File: src/hdl/ssr_pkg.sv
// Purpose: Shared constants for the sequencer stack entry registers.
// Assumes: 16-bit register frames, 6-bit register addresses.
// Notes:   Entry content is the low nine bits of a frame (return flag and picks).

// ****************************************************************
// Constants
// ****************************************************************
package ssr_pkg;
    localparam int ADDR_W    = 6;
    localparam int WORD_W    = 16;
    localparam int CONTENT_W = 9;
    localparam int PICK_W    = 4;

    // Frame field positions
    localparam int DIR_BIT      = 15;
    localparam int ADDR_HI      = 14;
    localparam int ADDR_LO      = 9;
    localparam int WRAP_BIT     = 8;
    localparam int PICK_B_HI    = 7;
    localparam int PICK_B_LO    = 4;
    localparam int PICK_A_HI    = 3;
    localparam int PICK_A_LO    = 0;
    localparam logic DIR_WRITE  = 1'b1;

    // Register addresses
    localparam logic [ADDR_W-1:0] ENTRY_ONE_ADDR   = 6'h21;
    localparam logic [ADDR_W-1:0] ENTRY_TWO_ADDR   = 6'h22;
    localparam logic [ADDR_W-1:0] ENTRY_THREE_ADDR = 6'h23;
    localparam logic [ADDR_W-1:0] POINTER_ADDR     = 6'h30;

    // Held entries and their reset words
    localparam int ENTRY_FIRST = 1;
    localparam int ENTRY_LAST  = 3;
    localparam logic [WORD_W-1:0] ENTRY_ONE_RST   = 16'h4211;
    localparam logic [WORD_W-1:0] ENTRY_TWO_RST   = 16'h4422;
    localparam logic [WORD_W-1:0] ENTRY_THREE_RST = 16'h4633;

    // Index 0 means no held entry
    localparam logic [1:0] NO_ENTRY = 2'h0;
endpackage

File: src/hdl/ssr_entry_if.sv
// Purpose: Carrier between the stack register top and its entry storage.
// Assumes: One clock domain.
// Notes:   Entry words are indexed 1 to 3; index 0 is never stored.

// ****************************************************************
// Entry storage carrier
// ****************************************************************
interface ssr_entry_if;
    import ssr_pkg::*;
    logic                                  wr_en;
    logic [1:0]                            wr_idx;
    logic [CONTENT_W-1:0]                  wr_content;
    logic [ENTRY_LAST:ENTRY_FIRST][CONTENT_W-1:0] content;

    modport store (input wr_en, input wr_idx, input wr_content, output content);
    modport ctrl  (output wr_en, output wr_idx, output wr_content, input content);
endinterface

File: src/hdl/ssr_stack_regs.sv
// Purpose: Sequencer stack entries one to three with the stack pointer.
// Assumes: conv_done and outside_return come from logic on core_clk.
// Notes:   Entry zero and entries past three live outside this block.

// ****************************************************************
// Stack register top
// ****************************************************************
// Summary of operation
// - Frame bit 15 clear asks a read, set asks a write.
// - Frame bits 14 to 9 carry the target register address.
// - Return flag clear: step to the next entry after a conversion.
// - Return flag set: go back to entry zero after a conversion.
// - Bits 7 to 4 pick the converter B input channel.
// - Bits 3 to 0 pick the converter A input channel.
// - Entry at 0x22 resets to 0x4422.
// - Entry at 0x23 resets to 0x4633.
// - Entry at 0x21 resets to 0x4211.
module ssr_stack_regs
    import ssr_pkg::*;
#(
    parameter int STACK_DEPTH = 8
)
(
    // Clock and reset
    input  wire logic                           core_clk,
    input  wire logic                           reset,
    // Register port
    input  wire logic [ADDR_W-1:0]              bus_addr,
    input  wire logic [WORD_W-1:0]              bus_wdata,
    input  wire logic                           bus_write,
    input  wire logic                           bus_read,
    output logic      [WORD_W-1:0]              bus_rdata,
    // Sequencer side
    input  wire logic                           conv_done,
    input  wire logic                           outside_return,
    output logic      [$clog2(STACK_DEPTH)-1:0] stack_pointer,
    output logic                                entry_held,
    output logic                                stack_wrap_control,
    output logic      [PICK_W-1:0]              converter_a_input_pick,
    output logic      [PICK_W-1:0]              converter_b_input_pick
);
    localparam int PTR_W = $clog2(STACK_DEPTH);

    // Pointer must reach every held entry and fit the status word
    if (STACK_DEPTH < ENTRY_LAST + 1 || PTR_W > CONTENT_W)
    begin : g_bad_depth
        $error("STACK_DEPTH out of the supported range");
    end

    // Map a register address to a held entry index, 0 if none
    function automatic logic [1:0] entry_index(input logic [ADDR_W-1:0] addr);
        if (addr == ENTRY_ONE_ADDR)
            return 2'(ENTRY_FIRST);
        else if (addr == ENTRY_TWO_ADDR)
            return 2'(ENTRY_FIRST + 1);
        else if (addr == ENTRY_THREE_ADDR)
            return 2'(ENTRY_LAST);
        else
            return NO_ENTRY;
    endfunction

    ssr_entry_if ent ();

    ssr_entry_bank u_bank (
        .core_clk (core_clk),
        .reset    (reset),
        .ent      (ent)
    );

    // ****************************************************************
    // Frame decode
    // ****************************************************************
    logic              frame_dir;
    logic [ADDR_W-1:0] frame_addr;
    logic              write_hit;
    logic              read_req;
    logic [ADDR_W-1:0] read_addr;
    logic [1:0]        wr_idx;

    // Write frames must name the same register the port addresses
    always_comb
    begin
        frame_dir  = bus_wdata[DIR_BIT];
        frame_addr = bus_wdata[ADDR_HI:ADDR_LO];
        wr_idx     = entry_index(bus_addr);
        write_hit  = bus_write && frame_dir == DIR_WRITE
                     && frame_addr == bus_addr && wr_idx != NO_ENTRY;
        read_req   = bus_read || (bus_write && frame_dir != DIR_WRITE);
        read_addr  = bus_read ? bus_addr : frame_addr;
    end

    assign ent.wr_en      = write_hit;
    assign ent.wr_idx     = wr_idx;
    assign ent.wr_content = bus_wdata[CONTENT_W-1:0];

    // ****************************************************************
    // Read data
    // ****************************************************************
    logic [WORD_W-1:0] rdata_reg;
    logic [WORD_W-1:0] rdata_next;
    logic [1:0]        rd_idx;
    logic [PTR_W-1:0]  ptr_reg;
    logic [PTR_W-1:0]  ptr_next;

    // Read word echoes the address; data stands one cycle only
    always_comb
    begin
        rd_idx     = entry_index(read_addr);
        rdata_next = '0;
        if (read_req)
        begin
            if (read_addr == POINTER_ADDR)
                rdata_next = {1'b0, read_addr, CONTENT_W'(ptr_reg)};
            else if (rd_idx != NO_ENTRY)
                rdata_next = {1'b0, read_addr, ent.content[rd_idx]};
        end
    end

    always_ff @(posedge core_clk or posedge reset)
    begin
        if (reset)
            rdata_reg <= '0;
        else
            rdata_reg <= rdata_next;
    end

    assign bus_rdata = rdata_reg;

    // ****************************************************************
    // Stack pointer
    // ****************************************************************
    logic                 held_now;
    logic [1:0]           held_idx;
    logic [CONTENT_W-1:0] cur_content;
    logic                 cur_return;

    // Entries outside this block report their flag on outside_return
    always_comb
    begin
        held_now    = ptr_reg >= PTR_W'(ENTRY_FIRST) && ptr_reg <= PTR_W'(ENTRY_LAST);
        held_idx    = held_now ? ptr_reg[1:0] : NO_ENTRY;
        cur_content = held_now ? ent.content[held_idx] : '0;
        cur_return  = held_now ? cur_content[WRAP_BIT] : outside_return;
    end

    // One move per finished conversion; last entry wraps to zero
    always_comb
    begin
        ptr_next = ptr_reg;
        if (conv_done)
        begin
            if (cur_return)
                ptr_next = '0;
            else if (ptr_reg == PTR_W'(STACK_DEPTH - 1))
                ptr_next = '0;
            else
                ptr_next = ptr_reg + PTR_W'(1);
        end
    end

    always_ff @(posedge core_clk or posedge reset)
    begin
        if (reset)
            ptr_reg <= '0;
        else
            ptr_reg <= ptr_next;
    end

    // ****************************************************************
    // Current entry outputs
    // ****************************************************************
    logic              held_reg;
    logic              held_next;
    logic              wrap_reg;
    logic              wrap_next;
    logic [PICK_W-1:0] pick_a_reg;
    logic [PICK_W-1:0] pick_a_next;
    logic [PICK_W-1:0] pick_b_reg;
    logic [PICK_W-1:0] pick_b_next;

    // Registered copy of the current entry; trails the pointer by a cycle
    always_comb
    begin
        held_next   = held_now;
        wrap_next   = cur_return;
        pick_b_next = cur_content[PICK_B_HI:PICK_B_LO];
        pick_a_next = cur_content[PICK_A_HI:PICK_A_LO];
    end

    always_ff @(posedge core_clk or posedge reset)
    begin
        if (reset)
        begin
            held_reg   <= 1'b0;
            wrap_reg   <= 1'b0;
            pick_a_reg <= '0;
            pick_b_reg <= '0;
        end
        else
        begin
            held_reg   <= held_next;
            wrap_reg   <= wrap_next;
            pick_a_reg <= pick_a_next;
            pick_b_reg <= pick_b_next;
        end
    end

    assign stack_pointer          = ptr_reg;
    assign entry_held             = held_reg;
    assign stack_wrap_control     = wrap_reg;
    assign converter_a_input_pick = pick_a_reg;
    assign converter_b_input_pick = pick_b_reg;
endmodule // ssr_stack_regs

File: src/hdl/ssr_entry_bank.sv
// Purpose: Flip-flop storage for stack entries one to three.
// Assumes: Writes are already decoded to an entry index.
// Notes:   Reset content is the low bits of each documented reset word.

// ****************************************************************
// Entry storage
// ****************************************************************
module ssr_entry_bank
    import ssr_pkg::*;
(
    // Clock and reset
    input  wire logic core_clk,
    input  wire logic reset,
    // Storage side of the carrier
    ssr_entry_if.store ent
);
    localparam logic [WORD_W-1:0] RST_WORD [ENTRY_FIRST:ENTRY_LAST] =
        '{ENTRY_ONE_RST, ENTRY_TWO_RST, ENTRY_THREE_RST};

    logic boot_reg;
    logic boot_next;

    // First cycle after reset release, for the reset checks
    always_comb boot_next = 1'b0;
    always_ff @(posedge core_clk or posedge reset)
    begin
        if (reset)
            boot_reg <= 1'b1;
        else
            boot_reg <= boot_next;
    end

    // ****************************************************************
    // One register per entry
    // ****************************************************************
    for (genvar i = ENTRY_FIRST; i <= ENTRY_LAST; i++)
    begin : g_entry
        logic [CONTENT_W-1:0] word_reg;
        logic [CONTENT_W-1:0] word_next;

        // Load only on a decoded write to this index
        always_comb
        begin
            word_next = word_reg;
            if (ent.wr_en && ent.wr_idx == 2'(i))
                word_next = ent.wr_content;
        end

        // Reset values of the three entries
        always_ff @(posedge core_clk or posedge reset)
        begin
            if (reset)
                word_reg <= RST_WORD[i][CONTENT_W-1:0];
            else
                word_reg <= word_next;
        end

        assign ent.content[i] = word_reg;

    end
endmodule // ssr_entry_bank

File: config.mk
export PLATFORM = sky130hd
export DESIGN_NAME = ssr_stack_regs
export DESIGN_NICKNAME = d
export VERILOG_FILES = /design/src/hdl/ssr_pkg.sv /design/src/hdl/ssr_entry_if.sv /design/src/hdl/ssr_stack_regs.sv /design/src/hdl/ssr_entry_bank.sv
export SDC_FILE = /design/constraint.sdc
export NUM_CORES = 1
export LEC_CHECK = 0
export BUFFER_PORTS_ARGS = -buffer_cell sky130_fd_sc_hd__buf_2
export CAP_MARGIN = 25
export CORE_MARGIN = 5
export CORE_UTILIZATION = 55
export CTS_BUF_LIST = sky130_fd_sc_hd__clkbuf_2 sky130_fd_sc_hd__clkbuf_4 sky130_fd_sc_hd__clkbuf_8
export DETAILED_ROUTE_END_ITERATION = 8
export PLACE_DENSITY = 0.81
export SKIP_CTS_REPAIR_TIMING = 1
export SYNTH_ARGS = -nofsm -noshare
export SYNTH_HDL_FRONTEND = slang
export SYNTH_SLANG_ARGS = --single-unit
File: constraint.sdc
create_clock -name core_clk -period 3 [get_ports core_clk]
set_clock_uncertainty 0.05 [all_clocks]
set_input_delay 0.45 -clock core_clk [delete_from_list [all_inputs] [get_ports core_clk]]
set_output_delay 0.45 -clock core_clk [all_outputs]
set_load 0.02 [all_outputs]
== Yosys cells after proc, flatten, opt, wreduce, memory -nomap -nowiden ==
Cells that the tools add are included.

* Register bits after elaboration: 56
* Bits in latches: 0
* RAM bits: 0
* ROM bits: 0
* Bits of input ports: 28
* Output and inout bits: 29
* Word-level logic and storage cells: 57
* Memories kept: 0

* Add/sub/neg operators: 1
* $mul: 0
* Div/mod/pow operators: 0
* $lt $le $gt $ge: 4
* Eq/ne operators: 12
* Shifts and indexed selects: 0
* Multiplexer cells: 19
* Bitwise gates (word level): 1
* Reduce and logical (&&, ||, !) cells: 11

{| class="wikitable"
|+ Operators by type and width
! operator !! number
|-
| $mux 15 || 3
|-
| $eq 6x6->1 const B || 7
|-
| $bmux 9 s2 || 2
|-
| $mux 9 || 3
|-
| $mux 2 || 7
|-
| $logic_and 1x1->1 || 8
|-
| $eq 6x6->1 || 1
|-
| $lt 2x3->1 const B || 2
|-
| $mux 3 || 2
|-
| $mux 6 || 1
|-
| $eq 2x2->1 const B || 2
|-
| $reduce_bool 2->1 || 2
|-
| $add 3x1->3 const B || 1
|-
| $eq 3x3->1 const B || 1
|-
| $ge 3x1->1 const B || 1
|-
| $le 3x2->1 const B || 1
|-
| $eq 2x1->1 const B || 1
|-
| $logic_or 1x1->1 || 1
|-
| $mux 1 || 1
|-
| $not 1->1 || 1
|}

== Depth between registers and ports, before layout ==
Gate-level depths: netlist of the first run.

* Depth in word-level cells: 10
* Gate-level depth with buffers: 7
* Mapped depth without buffers: 7

== Cells and area by module ==
A second synthesis of the first run with hierarchy kept.

* Cell total of the unflattened synthesis: 198
* Area total of the unflattened synthesis: 2618.8 µm²

{| class="wikitable"
|+ Modules (own cells, without submodules)
! module !! times used !! cells an instance !! area each (µm²) !! sequential area each (µm²)
|-
| ssr_stack_regs || 1 || 140 || 1592.8 || 700.7
|-
| ssr_entry_bank || 1 || 58 || 1026.0 || 685.7
|}

== Worst setup path before layout of the first run ==
OpenSTA, ideal clock, no wires.

* Path kind: input port to flip-flop
* Start point: input port bus_wdata[11]
* End point: register u_bank.g_entry[1].word_reg[1]
* Setup time: 0.125 ns
* Data arrival time: 2.059 ns
* Required time: 2.825 ns
* Path slack: 0.766 ns
* Stages on the path: 6
* Path buffers: 1
* Cell sequence: or4_1 > nor4_2 > nand3_1 > or3_1 > buf_4 > mux2_4

* Longest elaborated chain between the ends: 4

{| class="wikitable"
|+ RTL lines
! element !! line !! text
|-
| start, declared || ssr_stack_regs.sv:29 || <nowiki>input wire logic [WORD_W-1:0] bus_wdata,</nowiki>
|-
| $eq 6x6->1 || ssr_stack_regs.sv:87 || <nowiki>&& frame_addr == bus_addr && wr_idx != NO_ENTRY;</nowiki>
|-
| $logic_and 1x1->1 (2 in a row) || ssr_stack_regs.sv:87 ||
|-
| $logic_and 1x1->1 || ssr_entry_bank.sv:45 || <nowiki>if (ent.wr_en && ent.wr_idx == 2'(i))</nowiki>
|-
| end signal, assigned || ssr_entry_bank.sv:53 || <nowiki>word_reg <= RST_WORD[i][CONTENT_W-1:0];</nowiki>
|-
| end signal, assigned || ssr_entry_bank.sv:55 || <nowiki>word_reg <= word_next;</nowiki>
|-
| end, declared || ssr_entry_bank.sv:38 || <nowiki>logic [CONTENT_W-1:0] word_reg;</nowiki>
|}

Every way passes these cells.
A chain may end at the register's enable or synchronous reset.

== Worst setup path in the final report of the first run ==
* Start point: register ptr_reg[0] (netlist: stack_pointer[0])
* End point: register pick_b_reg[3] (netlist: converter_b_input_pick[3])

* Longest elaborated chain between the ends: 6
* Elaborated cells on any way between the ends: 7
* Classes of those cells: order compare (2); mux (4); reduce/logical (1)

{| class="wikitable"
|+ RTL lines
! element !! line !! text
|-
| start, declared || ssr_stack_regs.sv:102 || <nowiki>logic [PTR_W-1:0] ptr_reg;</nowiki>
|-
| start signal, assigned || ssr_stack_regs.sv:166 || <nowiki>ptr_reg <= ptr_next;</nowiki>
|-
| $ge 3x1->1 or $le 3x2->1 (tied branches) || ssr_stack_regs.sv:140 || <nowiki>held_now = ptr_reg >= PTR_W'(ENTRY_FIRST) && ptr_reg <= PTR_W'(ENTRY_LAST);</nowiki>
|-
| $logic_and 1x1->1 || ssr_stack_regs.sv:140 ||
|-
| $mux 2 || ssr_stack_regs.sv:141 || <nowiki>held_idx = held_now ? ptr_reg[1:0] : NO_ENTRY;</nowiki>
|-
| $bmux 9 s2 || ssr_stack_regs.sv:142 || <nowiki>cur_content = held_now ? ent.content[held_idx] : '0;</nowiki>
|-
| $mux 9 (implied by the code) || ssr_stack_regs.sv:142 ||
|-
| $mux 9 (*) || ssr_stack_regs.sv:142 ||
|-
| named net cur_content[7] || ssr_stack_regs.sv:134 || <nowiki>logic [CONTENT_W-1:0] cur_content;</nowiki>
|-
| end signal, assigned || ssr_stack_regs.sv:204 || <nowiki>pick_b_reg <= pick_b_next;</nowiki>
|-
| end, declared || ssr_stack_regs.sv:178 || <nowiki>logic [PICK_W-1:0] pick_b_reg;</nowiki>
|}

The timed path passes the listed nets; every way through them passes the cells marked *. The select of a mux whose other input is x is not followed.

==> flow_summary.toml, run 1 <==
[timing]
max_freq_ghz = 0.4419
slew_violations = 0
hold_viol = 0
period_minus_slack_ns = 2.263
period_share_pct = 75.43
rsz0062_at_grt = "false"
tightest_slew_ns = 0.7203
finalSetupViolations = 0
finalSetupTns_ns = 0
relSlewSlack_pct = 50.61

[worst_setup_path]
setup.worst_path.start = "stack_pointer[0]"
r2r-start = "stack_pointer[0]"
worst_setup_path_end_kind = "register"
crit_type = "reg2reg"
worstPathArrival_ns = 2.39
startpoint_type = "register"
path_max_fanout = 10
cp.required_ns = 3.13

[yosys]
ys_warn_count = 0
synth_cell_types = 38
avgSynthCellArea_sq_um = 11.77
synthArstFlopShare_pct = 100.0
yosysSeqAreaShare_pct = 54.77
netlist_instances = 215
syn_area_sq_um = 2531
synthFlopType = "dfrtp_1"
ys_ff_latch = 55
synth_edf_count = 0

[route]
drcViolationCount = 0
drt-met1-wl_microns = 2404
wl_met3_microns = 323
drt_pre_antenna_iters = 4
drtAntennaViolNets = 0
routed_via_density = 5.714
routed.top_layer = "met4"
first_iter_violations = 113
drt-wirelength-per-cell_microns = 17.01
routed_wl_microns = 5647
wl_met2_microns = 2780
num_vias = 1897

[pwr]
total_power_mw = 1.885
p_per_area_nw_per_um2 = 619.6
p_leak_nw = 1.596
ir_worst_vdd_mv = 0.3035

[placement]
io_buffers = 55
gp_congestion = 0.7627
place_hpwl_microns = 4040

[floorplanning]
die_x_microns = 77.84
initial_core_util_pct = 57.34
rows = 24
pin_count = 57
core_area_sq_um = 4414
dieArea_sq_um = 6059
fp.dieH_microns = 77.84

[clock_tree]
cts_root_buffer = "clkbuf_8"
cts_tree = "built"
numCtsBuffers = 5
max-clock-path-buffers = 2
cts.sinks = 55
worst_skew_pair.late_latency_ns = 0.31
htreeDepth = 2
clk_pin_slew_ns = 0.10

[global_route]
grt_usage_pct = 20.05
grt_max_degree = 40
antenna_found_initial = 0
grt_pass1_vias = 1944
grt_pass1_wl_microns = 9584
grt_remaining_overflow = 0

[layout]
largest_reg_flops = 27
syn_to_final_growth_pct = 20.17
antenna_cells = 0
drive_gt1_share_pct = 39.29
final_nets = 311
regArea_sq_um = 1386
multi_input_area_sq_um = 1087
fillers = 336
final_core_utilization_pct = 68.91

[run]
max-cap-violations = 0

[run_status]
outcome = "completed"

[min_path]
min-delay-path-class = "in2async"
==> power by group <==
part | switching (mW) | internal [mW]
registers | 0.0502 | 0.778
clock network | 0.238 | 0.343
logic | 0.286 | 0.190
total | 0.574 | 1.31
==> per-layer routing <==
metal  up-vias  GRT usage (%)
met5         -              0
met2        61          32.97
met3        15          4.745
li1        893              -
met1       928          25.28
met4         0          8.419
==> cell usage in the layout (no fill, tap or decap), types with 2 or more instances in the layout <==
cell       count
a21oi_1        2
nand2b_1       4
dfstp_2        8
ha_1           4
conb_1         3
mux2_2        19
dfrtp_1       47
nor3b_1        2
bufinv_16      2
buf_4          5
mux2_4         9
o21ai_0        9
clkbuf_8       5
o22ai_1        6
o21a_1         2
buf_2         55
a221oi_1       9
nor2_1        14
mux2i_1       11
or4_1          2
nand2_1       23
nand3_1        5
nor3_1         7
o21ai_1        2
inv_1          8
==> cell usage after synthesis, types with 2 or more instances <==
cell type	n	area share, %
dfrtp_1	47	46
nand2_1	23	3.4
mux2_2	19	8.5
nor2_1	14	2.1
mux2i_1	11	4.4
a221oi_1	9	3.1
inv_1	9	1.3
mux2_4	9	5.3
o21ai_0	9	1.8
dfstp_2	8	8.3
nor3_1	7	1.4
o22ai_1	6	1.5
nand3_1	5	0.99
ha_1	4	2.0
nand2b_1	4	0.99
clkbuf_1	3	0.44
a21oi_1	2	0.40
buf_4	2	0.59
nor3b_1	2	0.59
o21a_1	2	0.59
o21ai_1	2	0.40
or4_1	2	0.59
==> metrics by stage <==
stage                     worst slack, ns  hold WS [ns]  cells  area [sq um]
after floorplan                    0.7664        0.4214    217          2539
after global placement             0.4638        0.4483    323          2885
after detailed placement           0.4178        0.3957    324          2905
after CTS                          0.7401       0.05056    332          3042
after global routing               0.5620       0.06215    332          3042
final                              0.7372       0.04402    332          3042
==> path summary, 6_finish.rpt <==
path / to / slack [ns] / depth (start not counted)
max reg2reg: converter_b_input_pick[3] / 0.74 / 6
min reg2reg: converter_b_input_pick[0] / 0.49 / 2
min in group core_clk: stack_pointer[0] / 0.34 / 2
min: stack_pointer[2] / 0.04 / 2
max in group asynchronous: u_bank.g_entry[3].word_reg[0] / 2.26 / 3
max: converter_b_input_pick[3] / 0.74 / 6
==> worst max-delay path, cell delays in order (launching register included) <==
cell and delay (ns):
dfrtp_1 0.50, ha_1 0.27, ha_1 0.25, o21ai_1 0.50, buf_4 0.24, mux2i_1 0.19, o21ai_0 0.12
==> area by class of cell <==
class / count / area share [%]
Clock buffer: 6 / 2.509
Inverter: 9 / 1.111
Clock inverter: 2 / 1.974
Multi-Input combinational cell: 147 / 35.75
Sequential cell: 55 / 45.58
Timing Repair Buffer: 61 / 10.94
Tap cell: 52 / 2.139
==> kinds of logic after synthesis <==
kind of cell	synth area share, %
fa+ha+maj	1.977
compound gates	9.837
mux	18.14
flops	54.77
other cells	0.1482
buf+inv	2.570
simple gates	12.56
Power figures use the tool's default switching activity.
==> run 2: changes to the inputs <==
--- a/config.mk
+++ b/config.mk
@@ -5,13 +5,14 @@
 export SDC_FILE = /design/constraint.sdc
 export NUM_CORES = 1
 export LEC_CHECK = 0
+export ABC_AREA = 1
 export BUFFER_PORTS_ARGS = -buffer_cell sky130_fd_sc_hd__buf_2
 export CAP_MARGIN = 25
 export CORE_MARGIN = 5
-export CORE_UTILIZATION = 55
+export CORE_UTILIZATION = 52
 export CTS_BUF_LIST = sky130_fd_sc_hd__clkbuf_2 sky130_fd_sc_hd__clkbuf_4 sky130_fd_sc_hd__clkbuf_8
 export DETAILED_ROUTE_END_ITERATION = 8
-export PLACE_DENSITY = 0.81
+export PLACE_DENSITY = 0.79
 export SKIP_CTS_REPAIR_TIMING = 1
 export SYNTH_ARGS = -nofsm -noshare
 export SYNTH_HDL_FRONTEND = slang
==> constraint.sdc (replaced) <==
create_clock -name core_clk -period 2.01 [get_ports core_clk]
set_clock_uncertainty 0.05 [all_clocks]
set_input_delay 0.3015 -clock core_clk [delete_from_list [all_inputs] [get_ports core_clk]]
set_output_delay 0.3015 -clock core_clk [all_outputs]
set_load 0.02 [all_outputs]
==> run 2 against run 1 <==
Wire length grew 20%. Synthesized cell count rose by 76%. Global-route usage down 1.1 points. Combinational power increased by 100%. Sequential share of layout area fell by 5.5 points. First-iteration DRC count increased by 74%. Power is 51% higher. Via count is 40% higher.
==> flow_summary.toml, run 2 <==
[layout]
drive_gt1_share_pct = 25.45
final_cell_mix = "141 x nand2_1, 55 x buf_2, 47 x dfrtp_1"
syn_to_final_growth_pct = 17.69
final_nets = 475
stdcell_count = 516
largest_reg_flops = 27
layout_commonest_cell = "nand2_1"
fillers = 480
antenna_cells = 0

[yosys]
synthArstFlopShare_pct = 100.0
synth_edf_count = 0
yosysTopAreaCellShare_pct = 39.97
synth_area_leaders = "dfrtp_1 40%, nand2_1 18%, dfstp_2 7.1%"
ys_warn_count = 0
netlist_instances = 378
synthTopCellsByCount = "142 x nand2_1, 47 x dfrtp_1, 31 x inv_1, 31 x nor2_1, 25 x nand4_1"
synthMostInstantiatedCell = "nand2_1"
synth_top_area_cell = "dfrtp_1"
ys_ff_latch = 55
synthFlopType = "dfrtp_1"
avgSynthCellArea_sq_um = 7.785
synth_cell_types = 28
syn_area_sq_um = 2943
yosysSeqAreaShare_pct = 47.11

[placement]
placed_cells = 505
place_hpwl_microns = 5184
pre_cts_ws_ns = -0.02972
gp_congestion = 0.8370
io_buffers = 55

[timing]
holdWs_ns = 0.1719
hold_viol = 0
max_freq_ghz = 0.5352
slew_violations = 0
layout_setup_ws_ns = 0.1415
finalSetupTns_ns = 0
period_share_pct = 92.96
finalSetupViolations = 0
rsz0062_at_grt = "false"
period_minus_slack_ns = 1.869

[worst_setup_path]
r2r-start = "stack_pointer[0]"
slowest_delay_ns = 0.40
path_max_fanout = 8
path_cells = "ha_1 > ha_1 > inv_1 > nand2_1 > nand2_2 > clkinvlp_4 > nand3_1 > nand4_1 > nand2_1"
r2r_cells = 9
path_depth = 9
cp_slowest_cell = "dfrtp_1"
setup.worst_path.start = "stack_pointer[0]"
worstPathArrival_ns = 2.07
cp.required_ns = 2.21
worst_setup_path_end_kind = "register"
crit_type = "reg2reg"
startpoint_type = "register"
cp_top_family = "simple AND/OR/NAND/NOR gates"
worst-path-buf-inv = 2

[pwr]
p_clk_share_pct = 22.5
power_frac_seq_pct = 43.5
p_leak_nw = 1.869
netSwitchingPower_mw = 1.087
swShare_pct = 38.30
ir_worst_vdd_mv = 0.5641
p_per_area_nw_per_um2 = 819.1
internal_power_mw = 1.750
combPwrFrac_pct = 34.0

[route]
num_vias = 2648
drt_pre_antenna_iters = 5
drt-wirelength-per-cell_microns = 13.16
drtAntennaViolNets = 0
routed_via_density = 5.132
drcViolationCount = 0
first_iter_violations = 197
routed_wl_microns = 6788

[global_route]
grt_max_degree = 56
grt_pass1_vias = 2430
grt_pass1_wl_microns = 11190
antenna_found_initial = 0
grt_usage_pct = 18.99
grt_remaining_overflow = 0

[floorplanning]
fp.dieH_microns = 85.23
die_x_microns = 85.23
pin_count = 57
rows = 27
core_area_sq_um = 5507
dieArea_sq_um = 7264
initial_core_util_pct = 53.44

[clock_tree]
numCtsBuffers = 5
htreeDepth = 2
cts_tree = "built"
max-clock-path-buffers = 2
cts_root_buffer = "clkbuf_8"
cts.sinks = 55
worst_skew_pair.late_latency_ns = 0.32
clk_pin_slew_ns = 0.11

[min_path]
min-delay-path-class = "in2reg"
hold_path_depth = 3
worstHoldStart = "bus_wdata[5]"

[run]
max-cap-violations = 0

[run_status]
outcome = "completed"
==> run 2: worst register-to-register path: stages, from the launching register on <==
cell	delay, ns
dfrtp_1	0.40
ha_1	0.23
ha_1	0.18
inv_1	0.06
nand2_1	0.08
nand2_2	0.22
clkinvlp_4	0.21
nand3_1	0.18
nand4_1	0.12
nand2_1	0.09
==> run 2: final cells by class <==
type / instances / area, sq um / share of cell area (%)
Sequential cell: 55 / 1386 / 40.03
Inverter: 36 / 138.9 / 4.010
Multi-Input combinational cell: 277 / 1364 / 39.38
Timing Repair Buffer: 66 / 372.9 / 10.77
Tap cell: 72 / 90.09 / 2.601
Timing Repair inverter: 2 / 15.01 / 0.4335
Clock inverter: 3 / 27.53 / 0.7948
Clock buffer: 5 / 68.82 / 1.987
==> run 2: final timing paths <==
| path | to | slack [ns] |
|---|---|---|
| max in group asynchronous | u_bank.g_entry[2].word_reg[1] | 1.10 |
| min in group asynchronous | stack_wrap_control | 0.52 |
| worst min register to register | u_bank.g_entry[1].word_reg[0] | 0.43 |
| worst max register to register | stack_pointer[2] | 0.14 |
| worst min-delay path | u_bank.g_entry[3].word_reg[5] | 0.17 |
| worst max-delay path | stack_pointer[2] | 0.14 |
==> run 2: per-layer routing <==
layer / vias to the layer above / global-route usage (%) / wire length (microns)
met1: 1223 / 26.18 / 3156
li1: 1342 / - / -
met2: 71 / 30.23 / 3176
met5: - / 0 / 0
met4: 0 / 6.763 / 97
met3: 12 / 3.204 / 358
==> run 2: logic make-up (layout without fill, tap and decap cells) <==
family | Yosys count | count (layout) | synth area share, %
simple gates | 238 | 238 | 37.20
flops | 55 | 55 | 47.11
buf+inv | 48 | 112 | 6.973
compound gates | 30 | 30 | 6.293
fa+ha+maj | 4 | 4 | 1.701
xor+xnor | 2 | 2 | 0.5953
other cells | 1 | 3 | 0.1274
==> run 2: stage by stage <==
stage,util [%],total power [mW],instance area (sq um)
finish,62.89,2.837,3463
global route,62.89,3.022,3463
CTS,62.33,2.796,3432
detailed placement,60.58,2.160,3336
global placement,60.58,2.117,3336
floorplan,-,1.892,2950
==> run 2: power groups by stage <==
| stage | Combinational, mW | Sequential (mW) | Clock [mW] |
|---|---|---|---|
| after floorplan | 0.504 | 1.39 | 0 |
| after global placement | 0.865 | 1.25 | 0 |
| after detailed placement | 0.905 | 1.26 | 0 |
| after CTS | 0.907 | 1.23 | 0.656 |
| after global routing | 1.07 | 1.24 | 0.705 |
| final | 0.965 | 1.23 | 0.638 |
==> run 3: changes to the inputs <==
--- a/config.mk
+++ b/config.mk
@@ -5,14 +5,13 @@
 export SDC_FILE = /design/constraint.sdc
 export NUM_CORES = 1
 export LEC_CHECK = 0
-export ABC_AREA = 1
 export BUFFER_PORTS_ARGS = -buffer_cell sky130_fd_sc_hd__buf_2
 export CAP_MARGIN = 25
 export CORE_MARGIN = 5
-export CORE_UTILIZATION = 52
+export CORE_UTILIZATION = 50
 export CTS_BUF_LIST = sky130_fd_sc_hd__clkbuf_2 sky130_fd_sc_hd__clkbuf_4 sky130_fd_sc_hd__clkbuf_8
 export DETAILED_ROUTE_END_ITERATION = 8
-export PLACE_DENSITY = 0.79
+export PLACE_DENSITY = 0.78
 export SKIP_CTS_REPAIR_TIMING = 1
 export SYNTH_ARGS = -nofsm -noshare
 export SYNTH_HDL_FRONTEND = slang
==> run 3 against run 2 <==
Power down 3.6%. Count of clock-buffer cells in the layout unchanged. Design area down 5.6%.
==> flow_summary.toml, run 3 (same netlist as run 1, synthesis figures left out) <==
[route]
drcViolationCount = 0
drt_pre_antenna_iters = 4
routed_wl_microns = 5759
drtAntennaViolNets = 0
wl_met2_microns = 2903
wl_met3_microns = 275
num_vias = 1965
drt-wirelength-per-cell_microns = 15.48
drt-met1-wl_microns = 2503
first_iter_violations = 84
routed_via_density = 5.282
routed.top_layer = "met4"

[worst_setup_path]
cp.required_ns = 2.16
worstPathArrival_ns = 2.05
slowest_delay_ns = 0.54
worst-path-buf-inv = 2
startpoint_type = "input port"
cp_top_family = "simple AND/OR/NAND/NOR gates"
r2r_slack_ns = 0.17
path_cells = "buf_2 > or4_4 > nor4_4 > nand3_1 > or3_1 > buf_4 > mux2_4"
path_max_fanout = 9
crit_type = "in2reg"
worst_setup_path_end_kind = "register"
cp_slowest_cell = "or4_4"

[floorplanning]
core_area_sq_um = 4817
dieArea_sq_um = 6585
initial_core_util_pct = 52.55
rows = 25
fp.dieH_microns = 81.15
pin_count = 57
die_x_microns = 81.15

[global_route]
grt_usage_pct = 18.84
antenna_found_initial = 0
grt_pass1_wl_microns = 9370
grt_pass1_vias = 1915
grt_remaining_overflow = 0
grt_max_degree = 27

[clock_tree]
cts.sinks = 55
numCtsBuffers = 5
cts_root_buffer = "clkbuf_8"
htreeDepth = 2
max-clock-path-buffers = 2
cts_tree = "built"
worst_skew_pair.late_latency_ns = 0.31
clk_pin_slew_ns = 0.10

[layout]
final_cell_mix = "55 x buf_2, 47 x dfrtp_1, 27 x buf_4"
antenna_cells = 0
stdcell_count = 372
syn_to_final_growth_pct = 29.21
final_area_sq_um = 3271
fillers = 381
largest_reg_flops = 27
drive_gt1_share_pct = 45.90
final_nets = 336
final_core_utilization_pct = 67.90
layout_commonest_cell = "buf_2"

[pwr]
p_leak_nw = 1.716
p_per_area_nw_per_um2 = 836.4
total_power_mw = 2.736
ir_worst_vdd_mv = 0.5053

[timing]
holdWs_ns = 0.1987
finalSetupViolations = 0
finalSetupTns_ns = 0
rsz0062_at_grt = "false"
layout_setup_ws_ns = 0.1108
period_share_pct = 94.49
period_minus_slack_ns = 1.899
max_freq_ghz = 0.5265
hold_viol = 0
slew_violations = 0

[placement]
placed_cells = 362
place_hpwl_microns = 4405
io_buffers = 55
gp_congestion = 0.8476
place_area_sq_um = 3149
pre_cts_ws_ns = -0.2151

[run_status]
outcome = "completed"

[run]
max-cap-violations = 0

[min_path]
min-delay-path-class = "in2reg"
## run 3: cell types whose count changed in the layout (fill, tap and decap cells not counted), sizes merged, moves of 6 or more
cell / delta
mux2i: +11
a221oi: +9
o22ai: +6
inv: -26
nand4: -25
mux2: +28
buf: +20
nor2: -25
nand3: -16
o211ai: -14
nand2: -126
## run 3: final cells by class
type / count / area (sq um) / area share, %
Timing Repair Buffer: 86 / 548.0 / 16.76
Clock inverter: 3 / 23.77 / 0.7269
Clock buffer: 5 / 68.82 / 2.104
Multi-Input combinational cell: 147 / 1126 / 34.43
Tap cell: 67 / 83.83 / 2.563
Inverter: 9 / 33.78 / 1.033
Sequential cell: 55 / 1386 / 42.39
## run 3: where the power goes
part / switching (mW) / internal (mW)
Sequential: 0.0233 / 1.16
Clock: 0.371 / 0.252
Combinational: 0.518 / 0.410
Total: 0.913 / 1.82
## run 3: worst paths after layout
| kind | from | to | cells after the start |
|---|---|---|---|
| worst min register to register | u_bank.g_entry[1].word_reg[0] | converter_a_input_pick[0] | 2 |
| worst min-delay path | bus_wdata[0] | u_bank.g_entry[2].word_reg[0] | 2 |
| min in group asynchronous | reset | converter_b_input_pick[0] | 3 |
| worst max-delay path | bus_wdata[11] | u_bank.g_entry[1].word_reg[6] | 7 |
| worst max register to register | stack_pointer[1] | stack_pointer[1] | 7 |
| max in group asynchronous | reset | u_bank.g_entry[1].word_reg[0] | 4 |
## run 3: routing by layer
layer / up-vias / GRT usage, %
li1: 954 / -
met1: 956 / 24.25
met2: 49 / 31.86
met3: 6 / 3.880
met4: 0 / 5.912
met5: - / 0
